--- config.mk ---
export PLATFORM = sky130hd
export DESIGN_NAME = proximity_threshold_regs
export DESIGN_NICKNAME = d
export VERILOG_FILES = /design/src/prox_threshold_pkg.sv /design/src/prox_threshold_cmp.sv /design/src/proximity_threshold_regs.sv
export SDC_FILE = /design/constraint.sdc
export NUM_CORES = 1
export LEC_CHECK = 0
export CORE_MARGIN = 2
export CORE_UTILIZATION = 30
export DETAILED_ROUTE_END_ITERATION = 8
export DONT_BUFFER_PORTS = 1
export HOLD_SLACK_MARGIN = 0.1
export PLACE_DENSITY = 0.5
export SETUP_SLACK_MARGIN = 0.2
export SLEW_MARGIN = 10
export SYNTH_ARGS = -nofsm -noshare
export SYNTH_HDL_FRONTEND = slang
export SYNTH_HIERARCHICAL = 1
export SYNTH_SLANG_ARGS = --single-unit
--- constraint.sdc ---
create_clock -name ref_clk -period 6 [get_ports ref_clk]
set_input_delay 0.6 -clock ref_clk [delete_from_list [all_inputs] [get_ports ref_clk]]
set_output_delay 0.6 -clock ref_clk [all_outputs]
set_load 0.02 [all_outputs]
--- src/prox_threshold_pkg.sv ---
// shared offsets, widths and reset values of the proximity threshold bank
`default_nettype none
package prox_threshold_pkg;
    localparam int          DATA_W        = 8;
    localparam int          ADDR_W        = 8;
    localparam int          THRESH_W      = 16;
    localparam logic [7:0]  PROX1_LOW_OFF = 8'h11;
    localparam logic [7:0]  PROX1_HIGH_OFF = 8'h12;
    localparam logic [7:0]  PROX2_LOW_OFF = 8'h13;
    localparam logic [7:0]  PROX2_HIGH_OFF = 8'h14;
    localparam logic [7:0]  BYTE_RESET    = 8'h00;
    localparam logic [7:0]  UNMAPPED_READ = 8'h00;
endpackage
`default_nettype wire

--- src/prox_threshold_cmp.sv ---
// one channel's measurement against threshold comparison, registered event
`default_nettype none
module prox_threshold_cmp
#(
    parameter int W = 16
)
(
    input  wire logic         ref_clk,
    input  wire logic         reset_n,
    input  wire logic         meas_valid,
    input  wire logic [W-1:0] meas_value,
    input  wire logic [W-1:0] threshold,
    input  wire logic         above_sel,
    output var  logic         hit_r
);
    typedef struct packed {
        logic hit;
    } cmp_state_t;

    cmp_state_t st_r;
    cmp_state_t st_nxt;

    always_comb
    begin
        st_nxt = st_r;
        // full-width compare; direction comes from outside config
        st_nxt.hit = meas_valid &&
                     (above_sel ? (meas_value > threshold)
                                : (meas_value < threshold));
    end

    always_ff @(posedge ref_clk)
    begin
        if (!reset_n)
            st_r <= '0;
        else
            st_r <= st_nxt;
    end

    assign hit_r = st_r.hit;
endmodule
`default_nettype wire

--- src/proximity_threshold_regs.sv ---
// proximity threshold register bank with per-channel event comparison
// Summary of operation
// - first channel threshold is 16 bits, low byte 0x11, high 0x12.
// - first channel measurements are compared with its threshold for events.
// - second channel threshold is 16 bits, low byte at 0x13.
// - second channel measurements are compared with its threshold for events.
// - second channel threshold high byte sits at 0x14.
// - each byte takes effect at once; mixed thresholds are possible.
// - all threshold bytes reset to zero; all are read/write except the high bytes, which are unmapped in legacy mode.
// - legacy revisions use one 8-bit threshold at 0x11 and 0x13.
`default_nettype none
module proximity_threshold_regs
(
    input  wire logic                                   ref_clk,
    input  wire logic                                   reset_n,
    input  wire logic [prox_threshold_pkg::ADDR_W-1:0]  reg_addr,
    input  wire logic                                   reg_wr,
    input  wire logic                                   reg_rd,
    input  wire logic [prox_threshold_pkg::DATA_W-1:0]  reg_wdata,
    output var  logic [prox_threshold_pkg::DATA_W-1:0]  reg_rdata_r,
    input  wire logic                                   legacy_mode,
    input  wire logic                                   above_sel,
    input  wire logic                                   meas1_valid,
    input  wire logic [prox_threshold_pkg::THRESH_W-1:0] meas1_value,
    input  wire logic                                   meas2_valid,
    input  wire logic [prox_threshold_pkg::THRESH_W-1:0] meas2_value,
    output var  logic [prox_threshold_pkg::THRESH_W-1:0] prox1_threshold,
    output var  logic [prox_threshold_pkg::THRESH_W-1:0] prox2_threshold,
    output var  logic                                   prox1_event,
    output var  logic                                   prox2_event
);
    typedef struct packed {
        logic [7:0] th1_lo;
        logic [7:0] th1_hi;
        logic [7:0] th2_lo;
        logic [7:0] th2_hi;
        logic [7:0] rdata;
    } regs_state_t;

    regs_state_t st_r;
    regs_state_t st_nxt;

    logic [15:0] eff_th   [2];
    logic [15:0] meas_val [2];
    logic        meas_vld [2];
    logic        hit      [2];

    // high bytes vanish from the map in legacy mode
    function automatic logic addr_hit(input logic [7:0] a,
                                      input logic [7:0] off,
                                      input logic       high,
                                      input logic       legacy);
        addr_hit = (a == off) && !(high && legacy);
    endfunction

    always_comb
    begin
        st_nxt = st_r;
        // bytes land immediately; no shadowing of the pair
        if (reg_wr)
        begin
            if (addr_hit(reg_addr, prox_threshold_pkg::PROX1_LOW_OFF,
                         1'b0, legacy_mode))
                st_nxt.th1_lo = reg_wdata;
            else if (addr_hit(reg_addr, prox_threshold_pkg::PROX1_HIGH_OFF,
                              1'b1, legacy_mode))
                st_nxt.th1_hi = reg_wdata;
            else if (addr_hit(reg_addr, prox_threshold_pkg::PROX2_LOW_OFF,
                              1'b0, legacy_mode))
                st_nxt.th2_lo = reg_wdata;
            else if (addr_hit(reg_addr, prox_threshold_pkg::PROX2_HIGH_OFF,
                              1'b1, legacy_mode))
                st_nxt.th2_hi = reg_wdata;
        end
        if (reg_rd)
        begin
            if (addr_hit(reg_addr, prox_threshold_pkg::PROX1_LOW_OFF,
                         1'b0, legacy_mode))
                st_nxt.rdata = st_r.th1_lo;
            else if (addr_hit(reg_addr, prox_threshold_pkg::PROX1_HIGH_OFF,
                              1'b1, legacy_mode))
                st_nxt.rdata = st_r.th1_hi;
            else if (addr_hit(reg_addr, prox_threshold_pkg::PROX2_LOW_OFF,
                              1'b0, legacy_mode))
                st_nxt.rdata = st_r.th2_lo;
            else if (addr_hit(reg_addr, prox_threshold_pkg::PROX2_HIGH_OFF,
                              1'b1, legacy_mode))
                st_nxt.rdata = st_r.th2_hi;
            else
                st_nxt.rdata = prox_threshold_pkg::UNMAPPED_READ;
        end
    end

    always_ff @(posedge ref_clk)
    begin
        if (!reset_n)
        begin
            st_r.th1_lo <= prox_threshold_pkg::BYTE_RESET;
            st_r.th1_hi <= prox_threshold_pkg::BYTE_RESET;
            st_r.th2_lo <= prox_threshold_pkg::BYTE_RESET;
            st_r.th2_hi <= prox_threshold_pkg::BYTE_RESET;
            st_r.rdata  <= prox_threshold_pkg::UNMAPPED_READ;
        end
        else
            st_r <= st_nxt;
    end

    assign reg_rdata_r     = st_r.rdata;
    assign prox1_threshold = {st_r.th1_hi, st_r.th1_lo};
    assign prox2_threshold = {st_r.th2_hi, st_r.th2_lo};

    // legacy byte is passed zero-extended; its expansion lives upstream
    always_comb
    begin
        eff_th[0] = legacy_mode ? {8'h00, st_r.th1_lo}
                                : {st_r.th1_hi, st_r.th1_lo};
        eff_th[1] = legacy_mode ? {8'h00, st_r.th2_lo}
                                : {st_r.th2_hi, st_r.th2_lo};
        meas_val[0] = meas1_value;
        meas_val[1] = meas2_value;
        meas_vld[0] = meas1_valid;
        meas_vld[1] = meas2_valid;
    end

    // a compare mid-update sees whatever bytes are stored right now
    for (genvar ch = 0; ch < 2; ch++)
    begin : g_cmp
        prox_threshold_cmp #(
            .W          (prox_threshold_pkg::THRESH_W)
        ) u_cmp (
            .ref_clk    (ref_clk),
            .reset_n    (reset_n),
            .meas_valid (meas_vld[ch]),
            .meas_value (meas_val[ch]),
            .threshold  (eff_th[ch]),
            .above_sel  (above_sel),
            .hit_r      (hit[ch])
        );
    end

    assign prox1_event = hit[0];
    assign prox2_event = hit[1];
endmodule
`default_nettype wire

==> results.toml <==
[clock_tree]
cts_tree = "yes"
cts_buffers = 5
clock_sinks = 42
h-tree-depth = 2
ctsResizeCount = 0
postCtsHoldBufs = 0
cts_buffer_depth = 2
clk_latency_ns = 0.30
clkTransAtPathRegs_ns = 0.09
post_cts.repair.setup_buffers = 0
clock-root-buffer = "clkbuf_8"

[timing]
slew_headroom = 0.606
setup_viol = 0
fmax_mhz = 453
fin_crit_ns = 2.21
rsz0062_at_grt = "no"
fin_ws_ns = 3.79
final.setup_skew_ns = 0.0123
timing.final.crit_share = 0.368
hold_slack_ns = 0.412
tns_ns = 0
tightest_slew_ns = 0.589
hold_violations = 0
slew_viol_final = 0

[critical_path]
cp_max_fo = 4
crit_type = "reg2reg"
ff2ff_setup_slack_ns = 3.79
worstPathRequired_ns = 6.23
ff2ff_path_depth = 7
startpoint_type = "flop"
cp-startpoint = "prox1_threshold[7]$_SDFFE_PN0P_"
cp-end-kind = "flop"
regToRegStartpoint = "prox1_threshold[7]$_SDFFE_PN0P_"
worstPathArrival_ns = 2.44
crit_end = "g_cmp[0].u_cmp/hit_r$_SDFF_PN0_"
reg2reg_to = "g_cmp[0].u_cmp/hit_r$_SDFF_PN0_"

[grt]
grt_use_total = 0.157
grt_max_degree = 53
grt_pass1_wl_um = 13200
grt_pass1_vias = 2296
antenna_found_initial = 0
overflow = 0

[floorplan]
die_w_um = 105
coreArea_mm2 = 0.00977
rows = 36
pin_count = 98
start_util = 0.310
die_y_um = 105
fp.dieArea_mm2 = 0.0109

[detailed_routing]
drtPass1Iterations = 4
drtIter0Drc = 98
drc = 0
via_per_inst = 5.12
dr_total_vias = 2391
ant_nets = 0
wl_per_cell_um = 18.4
wirelength_um = 8590

[layout]
area_growth_syn_to_layout_pct = 3.14
n_antenna_cell = 0
nets = 421
finalNonFillerCells = 467
design_area_mm2 = 0.00313
final_util = 0.320
drive_above_1_share = 0.0599
nFillCells = 1044

[pwr]
ir_drop_mv = 0.114
powerDensity_mw_per_mm2 = 180
total_power_mw = 0.564
leakage_nw = 1.30

[placed_design]
dp_cells = 459
dpl_cell_area_mm2 = 0.00302
place_hpwl_um = 6900
port-buffer-count = 0
dp_slack_ns = 3.80
gp_congestion = 0.760

[synthesis]
avgSynthCellArea_um2 = 8.50
ys.flop_type = "dfxtp_1"
syn_area_mm2 = 0.00303
syn-num-nets = 445
yosysTopAreaCellShare = 0.277
synth_cell_type_count = 49
synth_edf_count = 0
yosys_warnings = 6
synth_cells = 357
seq_area_frac_synth = 0.277
netlist_top_cells_area = "dfxtp_1 28%, ha_1 13%, mux2i_1 11%"
ys_seq_elements = 42
async_flop_share = 0
yosys.area.top_type = "dfxtp_1"

[run_status]
outcome = "finished, final reports clean"

[flow_run]
cap_violations = 0

[min_path]
hp-class = "in2reg"
==> final cells by class <==
type                    count  area [um2]  share of cell area
clock buffers               6        72.6              0.0232
inverters                  34         128              0.0408
clock inverters             2        37.5              0.0120
well taps                 133         166              0.0532
flip-flops and latches     42         841               0.269
multi-input cells         250        1880               0.602
==> Yosys cell counts, types with 2 or more instances <==
cell / instances
nand2_1: 54
dfxtp_1: 42
inv_1: 34
mux2i_1: 33
ha_1: 32
nor2b_1: 24
a21oi_1: 20
buf_4: 17
clkbuf_1: 12
nand3b_1: 12
nand4_1: 7
o21ai_0: 7
a22oi_1: 4
a32oi_1: 4
and3b_1: 4
o2111ai_1: 4
o211a_1: 4
o221ai_1: 4
nor2_1: 3
a21o_1: 2
nand4_2: 2
o211ai_1: 2
o21ai_1: 2
or4_1: 2
or4b_2: 2
==> how the worst min path moves through the flow <==
stage / startpoint / endpoint / slack [ns] / depth (start not counted)
global placement: prox1_threshold[5]$_SDFFE_PN0P_ / prox1_threshold[5]$_SDFFE_PN0P_ / 0.59 / 2
detailed placement: prox1_threshold[3]$_SDFFE_PN0P_ / prox1_threshold[3]$_SDFFE_PN0P_ / 0.59 / 2
floorplan: prox1_threshold[1]$_SDFFE_PN0P_ / prox1_threshold[1]$_SDFFE_PN0P_ / 0.46 / 2
finish: meas2_valid / g_cmp[1].u_cmp/hit_r$_SDFF_PN0_ / 0.41 / 2
CTS: meas2_valid / g_cmp[1].u_cmp/hit_r$_SDFF_PN0_ / 0.40 / 2
global route: meas2_valid / g_cmp[1].u_cmp/hit_r$_SDFF_PN0_ / 0.41 / 2
==> cell families (layout without fill, tap and decap cells) <==
group	after synthesis	after routing	synth area share
and+or+nand+nor	122	122	0.235
buffers and inverters	65	42	0.102
AOI/OAI and AO/OA	63	63	0.145
DFF	42	42	0.277
muxes	33	33	0.109
adders and majority gates	32	32	0.132
==> sequential cells by signal (all words and copies together), names as in the netlist <==
signal and flops:
g_cmp.u_cmp/hit_r 2, prox1_threshold 16, prox2_threshold 16, reg_rdata_r 8
==> placed cells by master (no fill, tap or decap), drive strengths merged, types with 2 or more instances in the layout <==
master   instances
nor4b            3
or4              2
nor2             3
o211a            4
mux2i           33
nand3            2
o211ai           2
a2111oi          2
o221ai           5
ha              32
inv             34
a22oi            4
a32oi            4
a21boi           2
and3b            4
or4b             2
dfxtp           42
nand3b          12
clkbuf           6
a21o             2
nor2b           24
nand2           54
o2111ai          4
a21oi           21
o21ai           10
nand4            9
==> layer usage <==
| layer | up-vias | wire [um] | GRT usage |
|---|---|---|---|
| li1 | 1204 | - | - |
| met3 | 7 | 741 | 0.0568 |
| met5 | - | 0 | 0 |
| met2 | 87 | 4010 | 0.263 |
| met4 | 0 | 114 | 0.0405 |
| met1 | 1093 | 3730 | 0.191 |
==> power by group <==
| group | total, mW | switching (mW) | internal, mW |
|---|---|---|---|
| clock | 0.231 | 0.106 | 0.124 |
| sequential | 0.284 | 0.00360 | 0.280 |
| combinational | 0.0492 | 0.0265 | 0.0227 |
==> critical path, stage by stage, from the launching register on <==
cell,delay (ns)
dfxtp_1,0.56
inv_1,0.09
ha_1,0.32
a21oi_2,0.14
o21a_2,0.15
o221ai_2,0.10
a2111oi_1,0.55
mux2i_1,0.23
Note: power is estimated with default switching activity, not from simulation.
